<file path="config.mk">
export PLATFORM = sky130hd
export DESIGN_NAME = lts_sequencer
export DESIGN_NICKNAME = d
export VERILOG_FILES = /design/src/rtl/lts_pkg.sv /design/src/rtl/lts_sequencer.sv
export VERILOG_INCLUDE_DIRS = /design/src /design/src/rtl
export SDC_FILE = /design/constraint.sdc
export NUM_CORES = 1
export LEC_CHECK = 0
export BUFFER_PORTS_ARGS = -buffer_cell sky130_fd_sc_hd__buf_2
export CAP_MARGIN = 20
export CORE_AREA = 2 2 224 226
export CTS_CLUSTER_SIZE = 40
export DETAILED_ROUTE_END_ITERATION = 8
export DIE_AREA = 0 0 226 228
export PLACE_DENSITY_LB_ADDON = 0.15
export SYNTH_ARGS = -nofsm -noshare
export SYNTH_HDL_FRONTEND = slang
export SYNTH_SLANG_ARGS = --single-unit
</file>
<file path="constraint.sdc">
create_clock -name clk_i -period 16.7 [get_ports clk_i]
set_clock_uncertainty 0.15 [all_clocks]
set_input_delay 2.505 -clock clk_i [delete_from_list [all_inputs] [get_ports clk_i]]
set_output_delay 2.505 -clock clk_i [all_outputs]
set_load 0.02 [all_outputs]
</file>
<file path="src/rtl/lts_regs.svh">
`ifndef LTS_REGS_SVH
`define LTS_REGS_SVH

// ----------------------------------------------------------------------
// Register map
// ----------------------------------------------------------------------
`define LTS_ADDR_CTRL 4'h0
`define LTS_ADDR_STATUS 4'h4
`define LTS_ADDR_THRESH 4'h8
`define LTS_CTRL_RESET 1'h0
`define LTS_CTRL_FORCE_FAULT_BIT 0

// ----------------------------------------------------------------------
// Timing
// ----------------------------------------------------------------------
`define LTS_CLK_MHZ 40
`define LTS_SETTLE_US 600
`define LTS_REFRESH_US 200
`define LTS_PAUSE_US 1000000
`define LTS_SETTLE_CYC (`LTS_SETTLE_US * `LTS_CLK_MHZ)
`define LTS_REFRESH_CYC (`LTS_REFRESH_US * `LTS_CLK_MHZ)
`define LTS_PAUSE_CYC (`LTS_PAUSE_US * `LTS_CLK_MHZ)

// ----------------------------------------------------------------------
// Thresholds in millivolts and ratios in hundredths
// ----------------------------------------------------------------------
`define LTS_BURST_HIGH_THRESHOLD_NORMAL 12'h258
`define LTS_BURST_HIGH_THRESHOLD_BURST_OFF 12'h4b0
`define LTS_BURST_HIGH_THRESHOLD_MIN 12'h064
`define LTS_RATIO_OPT1 7'h5f
`define LTS_RATIO_OPT2 7'h64
`define LTS_RATIO_OPT3 7'h5a
`define LTS_RATIO_OPT4 7'h50
`define LTS_RATIO_OPT5 7'h3c
`define LTS_RATIO_OPT6 7'h3c
`define LTS_RATIO_OPT7 7'h28
`define LTS_RATIO_DIV 19'h0_0064
`define LTS_OPT_SKIP_INIT 3'h5
`define LTS_OPT_NO_BURST 3'h7

`endif

</file>
<file path="src/rtl/lts_pkg.sv">
package lts_pkg;

  typedef enum logic [2:0] {
    SYS_STARTUP = 3'b000,
    SYS_FET_ON = 3'b001,
    SYS_FET_OFF = 3'b010,
    SYS_WAKEUP = 3'b011,
    SYS_PROGRAM = 3'b100,
    SYS_CHARGE_BOOT = 3'b101,
    SYS_RUN = 3'b110,
    SYS_FAULT = 3'b111
  } lts_sys_e;

  typedef enum logic [2:0] {
    PH_PULL_LOW = 3'b000,
    PH_INIT_PROG = 3'b001,
    PH_SOFTSTART = 3'b010,
    PH_SETTLE = 3'b011,
    PH_THRESH_PROG = 3'b100
  } lts_phase_e;

  typedef struct packed {
    logic output_overvoltage_flag;
    logic over_temp_flag;
    logic peak_current_flag;
    logic avg_current_fast_flag;
    logic avg_current_slow_flag;
    logic bulk_above_start_flag;
    logic bulk_below_stop_flag;
    logic aux_supply_undervoltage_flag;
    logic supply_below_restart_flag;
    logic supply_above_switch_flag;
    logic mains_crossing_flag;
  } lts_flags_s;

  typedef struct packed {
    logic waveform_gen_enable;
    logic aux_regulator_enable;
    logic softstart_enable;
    logic startup_fet_enable;
  } lts_enables_s;

endpackage

</file>
<file path="src/rtl/lts_sequencer.sv">
`timescale 1ns/1ps
`default_nettype none
`include "lts_regs.svh"

module lts_sequencer #(
  parameter bit HV_STARTUP = 1'b1,
  parameter int unsigned SETTLE_CYC = `LTS_SETTLE_CYC,
  parameter int unsigned REFRESH_CYC = `LTS_REFRESH_CYC,
  parameter int unsigned PAUSE_CYC = `LTS_PAUSE_CYC,
  parameter int unsigned WAKE_CYC = 400,
  parameter int unsigned OPT_SETTLE_CYC = 400,
  parameter int unsigned BOOT_CYC = 4000,
  parameter logic [11:0] STEP_MV = 12'h010,
  parameter logic [55:0] OPT_EDGES = 56'he0_c0a0_8060_4020
) (
  input wire logic clk_i,
  input wire logic reset_i,
  input wire logic wb_cyc_i,
  input wire logic wb_stb_i,
  input wire logic wb_we_i,
  input wire logic [3:0] wb_adr_i,
  input wire logic [3:0] wb_sel_i,
  input wire logic [31:0] wb_dat_i,
  output logic [31:0] wb_dat_o,
  output logic wb_ack_o,
  input wire lts_pkg::lts_flags_s flags_i,
  input wire logic fb_below_threshold_i,
  input wire logic feedback_copy_below_pin_i,
  input wire logic capacitive_region_event_i,
  input wire logic pin_sinks_current_i,
  input wire logic [11:0] mirrored_target_mv_i,
  input wire logic [7:0] ratio_option_code_i,
  output lts_pkg::lts_enables_s enables_o,
  output lts_pkg::lts_phase_e pin_phase_o,
  output logic pin_pull_low_o,
  output logic pin_current_source_o,
  output logic pin_buffer_3v5_o,
  output logic pin_diode_pull_o,
  output logic control_from_pin_o,
  output logic ratio_option_current_o,
  output logic bottom_gate_drive_o,
  output logic burst_disable_o,
  output logic [11:0] burst_high_threshold_o,
  output logic [11:0] burst_low_threshold_o
);

  // --------------------------------------------------------------------
  // Parameter checks
  // --------------------------------------------------------------------
  if (SETTLE_CYC < 1 || REFRESH_CYC < 1 || PAUSE_CYC < 1 ||
      WAKE_CYC < 1 || OPT_SETTLE_CYC < 1 || BOOT_CYC < 1) begin : g_chk
    $error("All timing counts must be at least one cycle.");
  end

  // --------------------------------------------------------------------
  // State
  // --------------------------------------------------------------------
  lts_pkg::lts_sys_e sys_q;
  lts_pkg::lts_phase_e phase_q;
  logic [31:0] timer_q;
  logic [31:0] phase_timer_q;
  logic [31:0] refresh_q;
  logic [2:0] option_q;
  logic ratio_valid_q;
  logic [6:0] ratio_q;
  logic [11:0] high_q;
  logic [11:0] target_q;
  logic force_fault_q;
  logic any_fault;
  logic restart_req;
  logic timer_done;
  logic [2:0] band_opt;
  logic [11:0] high_d;
  logic [18:0] low_prod;
  logic [18:0] low_div;

  assign any_fault = flags_i.over_temp_flag | flags_i.bulk_below_stop_flag |
    flags_i.output_overvoltage_flag | flags_i.peak_current_flag |
    flags_i.avg_current_fast_flag | flags_i.avg_current_slow_flag |
    flags_i.aux_supply_undervoltage_flag | force_fault_q;
  assign restart_req = flags_i.supply_below_restart_flag;
  assign timer_done = (timer_q == 32'h0000_0000);

  // --------------------------------------------------------------------
  // Option band decode
  // --------------------------------------------------------------------
  // Each of the six low edge bytes is the upper code limit of one option band,
  // option 1 in the low byte; codes at or above the sixth edge select option 7.
  always_comb begin
    band_opt = 3'h7;
    for (int i = 5; i >= 0; i--) begin
      if (ratio_option_code_i < OPT_EDGES[i*8 +: 8]) begin
        band_opt = 3'(i + 1);
      end
    end
  end

  // --------------------------------------------------------------------
  // System state machine
  // --------------------------------------------------------------------
  always_ff @(posedge clk_i) begin
    if (reset_i) begin
      sys_q <= lts_pkg::SYS_STARTUP;
      timer_q <= 32'h0000_0000;
    end else begin
      if (!timer_done) begin
        timer_q <= timer_q - 32'h0000_0001;
      end
      case (sys_q)
        lts_pkg::SYS_STARTUP: begin
          if (flags_i.over_temp_flag) begin
            sys_q <= lts_pkg::SYS_FAULT;
            timer_q <= PAUSE_CYC;
          end else if (HV_STARTUP) begin
            sys_q <= lts_pkg::SYS_FET_ON;
          end else begin
            sys_q <= lts_pkg::SYS_FET_OFF;
          end
        end
        lts_pkg::SYS_FET_ON: begin
          if (flags_i.over_temp_flag) begin
            sys_q <= lts_pkg::SYS_FAULT;
            timer_q <= PAUSE_CYC;
          end else if (flags_i.supply_above_switch_flag && !restart_req) begin
            sys_q <= lts_pkg::SYS_FET_OFF;
          end
        end
        lts_pkg::SYS_FET_OFF, lts_pkg::SYS_WAKEUP, lts_pkg::SYS_PROGRAM,
        lts_pkg::SYS_CHARGE_BOOT: begin
          if (restart_req) begin
            sys_q <= lts_pkg::SYS_STARTUP;
          end else if (flags_i.over_temp_flag) begin
            sys_q <= lts_pkg::SYS_FAULT;
            timer_q <= PAUSE_CYC;
          end else if (sys_q == lts_pkg::SYS_FET_OFF) begin
            if (flags_i.bulk_above_start_flag &&
                !flags_i.bulk_below_stop_flag &&
                !flags_i.aux_supply_undervoltage_flag) begin
              sys_q <= lts_pkg::SYS_WAKEUP;
              timer_q <= WAKE_CYC;
            end
          end else if (sys_q == lts_pkg::SYS_WAKEUP) begin
            if (timer_done && flags_i.bulk_above_start_flag &&
                !flags_i.bulk_below_stop_flag &&
                !flags_i.aux_supply_undervoltage_flag &&
                !fb_below_threshold_i) begin
              sys_q <= lts_pkg::SYS_PROGRAM;
              timer_q <= OPT_SETTLE_CYC;
            end
          end else if (sys_q == lts_pkg::SYS_PROGRAM) begin
            if (timer_done) begin
              sys_q <= lts_pkg::SYS_CHARGE_BOOT;
              timer_q <= BOOT_CYC;
            end
          end else if (timer_done) begin
            sys_q <= lts_pkg::SYS_RUN;
          end
        end
        lts_pkg::SYS_RUN: begin
          if (restart_req) begin
            sys_q <= lts_pkg::SYS_STARTUP;
          end else if (any_fault) begin
            sys_q <= lts_pkg::SYS_FAULT;
            timer_q <= PAUSE_CYC;
          end
        end
        lts_pkg::SYS_FAULT: begin
          if (timer_done) begin
            sys_q <= lts_pkg::SYS_STARTUP;
          end
        end
        default: begin
          sys_q <= lts_pkg::SYS_STARTUP;
        end
      endcase
    end
  end

  // --------------------------------------------------------------------
  // Ratio option capture
  // --------------------------------------------------------------------
  always_ff @(posedge clk_i) begin
    if (reset_i) begin
      option_q <= 3'h1;
      ratio_valid_q <= 1'b0;
    end else if (sys_q == lts_pkg::SYS_STARTUP ||
                 sys_q == lts_pkg::SYS_FAULT) begin
      ratio_valid_q <= 1'b0;
    end else if (sys_q == lts_pkg::SYS_PROGRAM && timer_done &&
                 !ratio_valid_q) begin
      option_q <= band_opt;
      ratio_valid_q <= 1'b1;
    end
  end

  always_comb begin
    case (option_q)
      3'h1: ratio_q = `LTS_RATIO_OPT1;
      3'h2: ratio_q = `LTS_RATIO_OPT2;
      3'h3: ratio_q = `LTS_RATIO_OPT3;
      3'h4: ratio_q = `LTS_RATIO_OPT4;
      3'h5: ratio_q = `LTS_RATIO_OPT5;
      3'h6: ratio_q = `LTS_RATIO_OPT6;
      default: ratio_q = `LTS_RATIO_OPT7;
    endcase
  end

  // --------------------------------------------------------------------
  // Shared pin phases
  // --------------------------------------------------------------------
  always_ff @(posedge clk_i) begin
    if (reset_i) begin
      phase_q <= lts_pkg::PH_PULL_LOW;
      phase_timer_q <= 32'h0000_0000;
    end else if (sys_q != lts_pkg::SYS_CHARGE_BOOT &&
                 sys_q != lts_pkg::SYS_RUN) begin
      phase_q <= lts_pkg::PH_PULL_LOW;
    end else begin
      if (phase_timer_q != 32'h0000_0000) begin
        phase_timer_q <= phase_timer_q - 32'h0000_0001;
      end
      case (phase_q)
        lts_pkg::PH_PULL_LOW: begin
          phase_q <= lts_pkg::PH_INIT_PROG;
        end
        lts_pkg::PH_INIT_PROG: begin
          if (sys_q == lts_pkg::SYS_RUN) begin
            phase_q <= lts_pkg::PH_SOFTSTART;
          end
        end
        lts_pkg::PH_SOFTSTART: begin
          if (feedback_copy_below_pin_i) begin
            phase_q <= lts_pkg::PH_SETTLE;
            phase_timer_q <= SETTLE_CYC;
          end
        end
        lts_pkg::PH_SETTLE: begin
          if (phase_timer_q == 32'h0000_0001) begin
            phase_q <= lts_pkg::PH_THRESH_PROG;
          end
        end
        lts_pkg::PH_THRESH_PROG: begin
          phase_q <= lts_pkg::PH_THRESH_PROG;
        end
        default: begin
          phase_q <= lts_pkg::PH_PULL_LOW;
        end
      endcase
    end
  end

  // --------------------------------------------------------------------
  // Burst thresholds
  // --------------------------------------------------------------------
  always_comb begin
    high_d = high_q;
    if (phase_q != lts_pkg::PH_THRESH_PROG) begin
      high_d = (option_q == `LTS_OPT_NO_BURST) ?
        `LTS_BURST_HIGH_THRESHOLD_BURST_OFF : `LTS_BURST_HIGH_THRESHOLD_NORMAL;
    end else if (refresh_q == 32'h0000_0000) begin
      if (target_q > high_q) begin
        high_d = (target_q - high_q > STEP_MV) ?
          high_q + STEP_MV : target_q;
      end else if (target_q < high_q) begin
        high_d = (high_q - target_q > STEP_MV) ?
          high_q - STEP_MV : target_q;
      end
    end
  end

  assign low_prod = {7'h00, high_d} * {12'h000, ratio_q};
  assign low_div = low_prod / `LTS_RATIO_DIV;

  always_ff @(posedge clk_i) begin
    if (reset_i) begin
      refresh_q <= 32'h0000_0000;
      target_q <= `LTS_BURST_HIGH_THRESHOLD_MIN;
    end else if (phase_q != lts_pkg::PH_THRESH_PROG) begin
      refresh_q <= REFRESH_CYC - 1;
      target_q <= `LTS_BURST_HIGH_THRESHOLD_MIN;
    end else begin
      target_q <= pin_sinks_current_i ?
        mirrored_target_mv_i : `LTS_BURST_HIGH_THRESHOLD_MIN;
      refresh_q <= (refresh_q == 32'h0000_0000) ?
        REFRESH_CYC - 1 : refresh_q - 32'h0000_0001;
    end
  end

  always_ff @(posedge clk_i) begin
    if (reset_i) begin
      high_q <= `LTS_BURST_HIGH_THRESHOLD_NORMAL;
      burst_high_threshold_o <= `LTS_BURST_HIGH_THRESHOLD_NORMAL;
      burst_low_threshold_o <= 12'h000;
    end else begin
      high_q <= high_d;
      burst_high_threshold_o <= high_d;
      burst_low_threshold_o <= low_div[11:0];
    end
  end

  // --------------------------------------------------------------------
  // Pin and enable outputs
  // --------------------------------------------------------------------
  always_ff @(posedge clk_i) begin
    if (reset_i) begin
      enables_o <= '0;
      pin_phase_o <= lts_pkg::PH_PULL_LOW;
      pin_pull_low_o <= 1'b1;
      pin_current_source_o <= 1'b0;
      pin_buffer_3v5_o <= 1'b0;
      pin_diode_pull_o <= 1'b0;
      control_from_pin_o <= 1'b0;
      ratio_option_current_o <= 1'b0;
      bottom_gate_drive_o <= 1'b0;
      burst_disable_o <= 1'b0;
    end else begin
      enables_o.waveform_gen_enable <= (sys_q == lts_pkg::SYS_RUN);
      enables_o.softstart_enable <= (sys_q == lts_pkg::SYS_RUN);
      enables_o.aux_regulator_enable <= (sys_q != lts_pkg::SYS_STARTUP) &&
        (sys_q != lts_pkg::SYS_FET_ON) && (sys_q != lts_pkg::SYS_FAULT);
      enables_o.startup_fet_enable <= (sys_q == lts_pkg::SYS_FET_ON);
      pin_phase_o <= phase_q;
      pin_pull_low_o <= (phase_q == lts_pkg::PH_PULL_LOW) ||
        (phase_q == lts_pkg::PH_INIT_PROG &&
         option_q == `LTS_OPT_SKIP_INIT);
      pin_current_source_o <= (phase_q == lts_pkg::PH_SOFTSTART);
      control_from_pin_o <= (phase_q == lts_pkg::PH_SOFTSTART);
      pin_buffer_3v5_o <= (phase_q == lts_pkg::PH_THRESH_PROG);
      pin_diode_pull_o <= capacitive_region_event_i &&
        (sys_q == lts_pkg::SYS_RUN);
      ratio_option_current_o <= (sys_q == lts_pkg::SYS_PROGRAM);
      bottom_gate_drive_o <= (sys_q == lts_pkg::SYS_CHARGE_BOOT);
      burst_disable_o <= ratio_valid_q &&
        (option_q == `LTS_OPT_NO_BURST);
    end
  end

  // --------------------------------------------------------------------
  // Wishbone slave
  // --------------------------------------------------------------------
  always_ff @(posedge clk_i) begin
    if (reset_i) begin
      wb_ack_o <= 1'b0;
      wb_dat_o <= 32'h0000_0000;
      force_fault_q <= `LTS_CTRL_RESET;
    end else begin
      wb_ack_o <= wb_cyc_i && wb_stb_i && !wb_ack_o;
      // A write lands on the edge at which the master sees ack high.
      if (wb_cyc_i && wb_stb_i && wb_ack_o && wb_we_i && wb_sel_i[0] &&
          wb_adr_i == `LTS_ADDR_CTRL) begin
        force_fault_q <= wb_dat_i[`LTS_CTRL_FORCE_FAULT_BIT];
      end
      if (wb_cyc_i && wb_stb_i && !wb_ack_o) begin
        case (wb_adr_i)
          `LTS_ADDR_CTRL: wb_dat_o <= {31'h0000_0000, force_fault_q};
          `LTS_ADDR_STATUS: wb_dat_o <= {20'h0_0000, ratio_valid_q,
            option_q, 2'h0, phase_q, sys_q};
          `LTS_ADDR_THRESH: wb_dat_o <= {4'h0, burst_low_threshold_o,
            4'h0, burst_high_threshold_o};
          default: wb_dat_o <= 32'h0000_0000;
        endcase
      end
    end
  end

endmodule

`default_nettype wire

</file>
==> impl_metrics.tcl, run 1 <==
set metrics [dict create \
    worstPathMaxFanout 11 \
    synthArstFlopShare_pct 0 \
    dieArea_um2 51500 \
    ys.flop_type "dfxtp_1" \
    ys_ff_latch 181 \
    wl_met3_um 1490 \
    fin_ws_ns 1.09 \
    first_iter_violations 836 \
    status "finished, final reports clean" \
    gr-total-overflow 0 \
    synth_edf_count 0 \
    die-width_um 226 \
    cts_tree "yes" \
    avgSynthCellArea_um2 7.72 \
    drv_slew 0 \
    diodes 0 \
    tightest_slew_ns 0.980 \
    drive_gt1_share_pct 14.4 \
    dpl_cell_area_um2 15900 \
    grt_pass1_vias 13311 \
    yosys_warnings 0 \
    final_core_util_pct 34.2 \
    m1WireLength_um 20800 \
    finalHoldViolations 0 \
    numCtsBuffers 17 \
    critPathLaunchType "flop" \
    worst_setup_path_end_kind "flop" \
    vias 13740 \
    seq_area_um2 3620 \
    clkTransAtPathRegs_ns 0.07 \
    insertion_delay_ns 0.48 \
    fin_tns_setup_ns 0 \
    viasPerCell 5.13 \
    grt_max_degree 65 \
    holdPathStages 2 \
    maxCapViolCount 0 \
    r2r_cells 62 \
    synth_common_cells "284 x nor2_1, 181 x dfxtp_1, 161 x nand2_1, 159 x a21oi_1, 90 x inv_1" \
    n_fill_cell 5206 \
    placement_rows 82 \
    fin_area_um2 16900 \
    multiInputGateArea_um2 10500 \
    cts.sinks 181 \
    place_congestion 0.849 \
    worstPathRequired_ns 16.93 \
    cpMostUsedCell "inv_1" \
    antenna_found_initial 0 \
    highest_layer "met4" \
    cp_slowest_stage_delay_ns 0.54 \
    synth-seq-area-share_pct 24.9 \
    grtUsageTotal_pct 16.9 \
    max_freq_mhz 64.1 \
    clk_path_buf_depth 2 \
    route.detailed.wl_per_inst_um 16.1 \
    drt_wl_total_um 43000 \
    ys_types 96 \
    setup_viol 0 \
    drtPass1Iterations 5 \
    core_area_um2 49300 \
    synth_top_area_cell "dfxtp_1" \
    die_h_um 228 \
    preCtsSetupSlack_ns 0.259 \
    crit_path_top_delay_cell "fa_1" \
    yosysMostFrequentCell "nor2_1" \
    grt_setup_unrepaired "no" \
    io_buffer_count 103 \
    grt_first_pass_wirelength_um 70400 \
    min_path_type "reg -> reg" \
    cts-htree-levels 4 \
    fin_crit_ns 15.61 \
    ant_nets 0 \
    met2_length_um 19800 \
    root_buffer "clkbuf_16" \
    ioPinCount 152 \
    cp.arrival_ns 15.85 \
    synth_cells 1889 \
    area_growth_pct 15.7 \
    syn_area_um2 14600 \
    path_class "reg -> reg" \
    yosys-top-cells-area "dfxtp_1 25%, nor2_1 7.3%, fa_1 6.9%, ha_1 6.2%, a21oi_1 5.5%" \
    period_share_pct 93.5 \
    start_util_pct 29.5 \
    hpwl_um 32600 \
    nets 2194 \
    max_slew_margin_pct 33.8 \
    synth_top_cell_area_share_pct 24.9 \
    drc_errors 0 \
]
[per-layer routing]
metal  global-route usage [%]  vias to the layer above
li1                         -                     6897
met1                     22.5                     6551
met2                     27.6                      245
met3                     2.81                       47
met4                     5.73                        0
met5                        0                        -
[timing repair]
| action | CTS | global route |
|---|---|---|
| buffers inserted | 0 | 9 |
| gates resized for setup | 0 | 51 |
| hold buffers | 0 | 0 |
| setup endpoints to repair | 0 | 3 |
[path summary, 6_finish.rpt]
path | startpoint | endpoint | slack [ns]
worst max-delay path | high_q[2] | burst_low_threshold_o[0] | 1.09
worst min-delay path | wb_dat_o[18] | wb_dat_o[18] | 0.30
worst max register to register | high_q[2] | burst_low_threshold_o[0] | 1.09
worst min register to register | wb_dat_o[18] | wb_dat_o[18] | 0.30
[layout make-up]
type	instances	share of cell area, %
Sequential cell	181	21.5
Clock buffer	18	2.61
Clock inverter	14	0.935
Tap cell	672	4.99
Inverter	90	2.00
Timing Repair Buffer	162	5.70
Multi-Input combinational cell	1540	62.3
[registers in the layout, indices dropped and copies added, names as in the netlist, 3 cells and up]
| register | cells |
|---|---|
| phase_timer_q | 32 |
| timer_q | 32 |
| sys_q | 3 |
| wb_dat_o | 24 |
| burst_low_threshold_o | 12 |
| phase_q | 3 |
| pin_phase_o | 3 |
| option_q | 3 |
| high_q | 12 |
| enables_o | 3 |
| target_q | 12 |
| refresh_q | 32 |
[critical path, delay by kind of cell, from the launching register on]
family          cells  cell delay, ns
xor+xnor            1            0.15
flops               1            0.46
mux                 2            0.49
compound gates     34            8.53
simple gates       12            2.26
buf+inv             7            0.62
fa+ha+maj           6            2.86
[kinds of logic after synthesis]
group | count (synthesis) | share of synthesized area (%)
buffers and inverters | 175 | 4.94
AOI/OAI and AO/OA | 488 | 22.7
adders and majority gates | 123 | 13.1
muxes | 18 | 1.28
xor gates and xnor gates | 128 | 7.85
other | 1 | 0.0257
DFF | 181 | 24.9
and+or+nand+nor | 775 | 25.2
[cell usage in the layout, fill, tap and decap left out, drive strengths merged, types with 17 or more instances in the layout]
cell,Yosys,final
a211oi,22,22
o211ai,21,21
buf,23,162
or2,18,18
inv,90,96
o21ai,90,90
nand2,161,161
nand2b,37,37
nor4,39,39
a21o,25,25
dfxtp,181,181
nor2,284,284
xor2,49,49
clkbuf,62,18
or4,17,17
fa,50,50
a21oi,160,160
xnor2,79,79
or3,28,28
nor3,58,58
ha,72,72
nand3,54,54
and2,23,23
a22oi,18,18
a31oi,20,20
[metrics by stage]
stage          cells  hold WS (ns)
3_3_place_gp    2634         0.287
4_1_cts         2666         0.309
6_report        2677         0.303
3_5_place_dp    2634         0.297
5_1_grt         2677         0.329
2_1_floorplan   1896         0.275
Power of run 1 is left out: the tool's default activity adds up to more than one toggle a clock period on the data nets, which glitch-free logic cannot reach.
==> inputs of run 2 (changes only) <==
clock period = 14.8 ns   (was 16.7 ns; I/O delays follow)
==> impl_metrics.tcl, run 2 (same netlist as run 1, synthesis figures left out) <==
set metrics [dict create \
    place_congestion 0.853 \
    core_area_um2 49300 \
    cp_slowest_stage_delay_ns 0.54 \
    fin_crit_ns 14.34 \
    drive_gt1_share_pct 28.8 \
    io_buffer_count 103 \
    final_cell_mix "304 x buf_4, 274 x nor2_1, 176 x dfxtp_1, 156 x nand2_1, 138 x a21oi_1" \
    clkTransAtPathRegs_ns 0.07 \
    viasPerCell 5.03 \
    drv_slew 0 \
    grt_pass1_vias 14438 \
    grt_first_pass_wirelength_um 73800 \
    nets 2454 \
    drtPass1Iterations 5 \
    path_class "reg -> reg" \
    holdPathEnd "wb_dat_o[6]" \
    max_freq_mhz 69.7 \
    period_share_pct 96.9 \
    setup_viol 0 \
    worstPathMaxFanout 6 \
    insertion_delay_ns 0.48 \
    ant_nets 0 \
    die-width_um 226 \
    min_from "wb_dat_o[6]" \
    numCtsBuffers 17 \
    reg2reg_to "burst_low_threshold_o[0]" \
    crit_path_top_delay_cell "fa_1" \
    worst_setup_path_end_kind "flop" \
    holdPathStages 2 \
    root_buffer "clkbuf_16" \
    fin_area_um2 19700 \
    antenna_found_initial 1 \
    min_path_type "reg -> reg" \
    holdBufCountCts 0 \
    cts_tree "yes" \
    r2r-start "high_q[1]" \
    gr-total-overflow 0 \
    finalHoldViolations 0 \
    cpMostUsedCell "a21o_1" \
    cp.arrival_ns 14.58 \
    ioPinCount 152 \
    dpl_cell_area_um2 17700 \
    critPathLaunchType "flop" \
    status "finished, final reports clean" \
    first_iter_violations 723 \
    maxCapViolCount 0 \
    mostFrequentLayoutCell "buf_4" \
    hpwl_um 35000 \
    cts-htree-levels 4 \
    cts.sinks 181 \
    grt_max_degree 63 \
    die_h_um 228 \
    grtUsageTotal_pct 17.7 \
    drt_wl_total_um 45800 \
    r2r_setup_slack_ns 0.46 \
    drc_errors 0 \
    max_slew_margin_pct 27.9 \
    placement_rows 82 \
    n_fill_cell 5087 \
    start_util_pct 29.5 \
    dieArea_um2 51500 \
    tightest_slew_ns 1.07 \
    clk_path_buf_depth 2 \
    area_growth_pct 35.2 \
    vias 14765 \
    route.detailed.wl_per_inst_um 15.6 \
    reg.largest.list "phase_timer_q: 32 flops, refresh_q: 32 flops, timer_q: 32 flops" \
    worstPathRequired_ns 15.04 \
    r2r_cells 65 \
]
==> run 2: cell types whose count changed in the layout (fill, tap and decap cells not counted), moves of 7 or more <==
cell / before / now
a21oi_1: 151 / 138
buf_6: 0 / 15
o21ai_0: 74 / 57
o22ai_1: 15 / 8
a21oi_2: 8 / 17
buf_4: 60 / 304
o21ai_1: 10 / 21
ha_1: 72 / 63
==> run 2: repair_timing <==
action                                  4_1_cts  5_1_grt
gates resized for setup                      32      204
buffers inserted                              6       37
endpoints found under the setup margin        2        3
pin swaps                                     9       77
cloned                                        0        1
==> run 2: worst max path at each step <==
stage	start	to	slack, ns	cells past startpoint
global route	high_q[1]	burst_low_threshold_o[0]	-0.09	65
floorplan	high_q[1]	burst_low_threshold_o[0]	0.43	60
detailed placement	high_q[1]	burst_low_threshold_o[0]	-0.41	61
global placement	high_q[1]	burst_low_threshold_o[0]	-0.40	59
CTS	high_q[1]	burst_low_threshold_o[0]	0.008	67
finish	high_q[1]	burst_low_threshold_o[0]	0.46	65
==> run 2: metal layers <==
layer	share of wire, %	GRT usage, %
met5	0	0
met3	3.6	2.60
met1	47	23.3
met4	1.8	6.13
met2	47	29.5
==> run 2: final cells by class <==
class	instances	area (um2)	area share, %
Multi-Input combinational cell	1541	11300	57.5
Sequential cell	181	3630	18.4
Timing Repair Buffer	421	2960	15.0
Tap cell	672	841	4.27
Clock buffer	18	439	2.23
Inverter	90	338	1.71
Clock inverter	14	161	0.819
Antenna cell	1	2.50	0.0127
==> run 2: critical path, delay by kind of cell (launching register included) <==
family / cells / cell delay (ns)
flip-flops: 1 / 0.35
XOR/XNOR: 3 / 0.30
multiplexers: 1 / 0.33
buffers and inverters: 11 / 1.17
adder cells (fa/ha/maj): 6 / 2.55
AND/OR/NAND/NOR: 10 / 1.51
AO/OA/AOI/OAI: 34 / 7.88
==> run 2: metrics by stage <==
stage	hold slack [ns]	utilization, %	TNS, ns	setup WS [ns]	instances
floorplan	0.275	-	0	0.433	1896
global placement	0.286	35.8	-0.491	-0.396	2864
detailed placement	0.292	35.8	-0.525	-0.410	2864
CTS	0.306	37.4	0	0.00803	2902
global route	0.323	39.9	-0.0855	-0.0855	2938
finish	0.305	39.9	0	0.458	2938
Power of run 2 is left out for the same reason.
==> inputs of run 3 (changes only) <==
PLACE_DENSITY_LB_ADDON = 0.25   (was 0.15)
==> impl_metrics.tcl, run 3 (same netlist as run 1, synthesis figures left out) <==
set metrics [dict create \
    status "finished, final reports clean" \
    grt_max_degree 95 \
    ioPinCount 152 \
    critPathLaunchType "flop" \
    clkTransAtPathRegs_ns 0.08 \
    core_area_um2 49300 \
    drtPass1Iterations 5 \
    antenna_found_initial 1 \
    holdPathEnd "wb_dat_o[6]" \
    r2r_setup_slack_ns 0.36 \
    path_class "reg -> reg" \
    reg2reg_to "burst_low_threshold_o[0]" \
    diodes 0 \
    gr-total-overflow 0 \
    fin_crit_ns 14.44 \
    finalHoldViolations 0 \
    r2r_cells 68 \
    grtUsageTotal_pct 17.2 \
    root_buffer "clkbuf_16" \
    period_share_pct 97.6 \
    drc_errors 0 \
    drive_gt1_share_pct 28.2 \
    cts_tree "yes" \
    io_buffer_count 103 \
    nets 2408 \
    timing.hold.ws_ns 0.305 \
    placement_rows 82 \
    worstPathRequired_ns 15.01 \
    numCtsBuffers 17 \
    drv_slew 0 \
    clk_path_buf_depth 2 \
    first_iter_violations 897 \
    worst_setup_path_end_kind "flop" \
    drt_wl_total_um 45300 \
    reg.largest.list "phase_timer_q: 32 flops, refresh_q: 32 flops, timer_q: 32 flops" \
    min_path_type "reg -> reg" \
    route.detailed.wl_per_inst_um 15.7 \
    final_cell_mix "276 x nor2_1, 259 x buf_4, 176 x dfxtp_1, 156 x nand2_1, 130 x a21oi_1" \
    area_growth_pct 33.7 \
    holdBufCountCts 0 \
    maxCapViolCount 0 \
    place_congestion 0.853 \
    viasPerCell 5.07 \
    min_from "wb_dat_o[6]" \
    mostFrequentLayoutCell "nor2_1" \
    die-width_um 226 \
    r2r-start "target_q[1]" \
    ant_nets 0 \
    max_slew_margin_pct 19.8 \
    hpwl_um 33700 \
    setup_viol 0 \
    grt_pass1_vias 14250 \
    cp.arrival_ns 14.65 \
    holdPathStages 2 \
    tightest_slew_ns 1.19 \
    cp_slowest_stage_delay_ns 0.57 \
    cpMostUsedCell "buf_4" \
    dieArea_um2 51500 \
    cts.sinks 181 \
    crit_path_top_delay_cell "fa_1" \
    vias 14655 \
    start_util_pct 29.5 \
    max_freq_mhz 69.3 \
    die_h_um 228 \
    grt_first_pass_wirelength_um 72700 \
    worstPathMaxFanout 8 \
    cts-htree-levels 4 \
    insertion_delay_ns 0.46 \
]
## run 3: changes by cell type in the layout (fill, tap and decap cells not counted), moves of 3 or more
cell     before  now
xnor2_4       3    0
nor3_2        6    9
buf_4       304  259
o21ai_0      57   52
a21oi_1     138  130
ha_4          4    7
a21oi_2      17   24
mux2i_1       9    6
o21ai_1      21   25
nor3_1       50   45
xnor2_2       1    4
## run 3: metrics by stage
stage | cell area [um2] | std cells | setup TNS, ns | worst slack, ns | util [%]
3_3_place_gp | 17200 | 2796 | -0.438 | -0.378 | 34.8
5_1_grt | 19500 | 2891 | -0.154 | -0.154 | 39.5
6_report | 19500 | 2891 | 0 | 0.361 | 39.5
4_1_cts | 18100 | 2847 | 0 | 0.0204 | 36.8
3_5_place_dp | 17200 | 2796 | -0.532 | -0.427 | 34.8
2_1_floorplan | 14600 | 1896 | 0 | 0.433 | -
## run 3: layer usage
layer	part of all wire (%)	GRT usage, %	up-vias
met5	0	0	-
met4	1.8	4.76	0
met3	3.7	2.54	60
met2	47	28.0	310
met1	48	23.6	6981
li1	-	-	7304
## run 3: worst max-delay path: cells and delay by family, from the launching register on
family	cells	cell delay, ns
flip-flops	1	0.37
buffers and inverters	13	1.89
XOR/XNOR	1	0.18
AND/OR/NAND/NOR	14	2.72
adder cells (fa/ha/maj)	6	2.50
multiplexers	1	0.37
AO/OA/AOI/OAI	33	6.13
## run 3: how the worst max path moves through the flow
stage	depth (start not counted)	slack (ns)	start	end
finish	68	0.36	target_q[1]	burst_low_threshold_o[0]
global route	70	-0.15	target_q[0]	burst_low_threshold_o[0]
CTS	65	0.02	high_q[1]	burst_low_threshold_o[0]
detailed placement	61	-0.43	high_q[1]	burst_low_threshold_o[0]
global placement	60	-0.38	high_q[1]	burst_low_threshold_o[0]
floorplan	60	0.43	high_q[1]	burst_low_threshold_o[0]
## run 3: cell type report
cell class              instances  area, um2
clock buffers                  18        439
clock inverters                14        175
fillers                      5024      29900
inverters                      90        338
multi-input cells            1540      11400
flip-flops and latches        181       3630
well taps                     672        841
repair buffers                376       2640
## run 3: what timing repair did
action                     4_1_cts  5_1_grt
resized for setup               49      212
pin swaps                       34      118
setup endpoints to repair        2        4
buffers inserted                19       42
Power of run 3 is left out for the same reason.
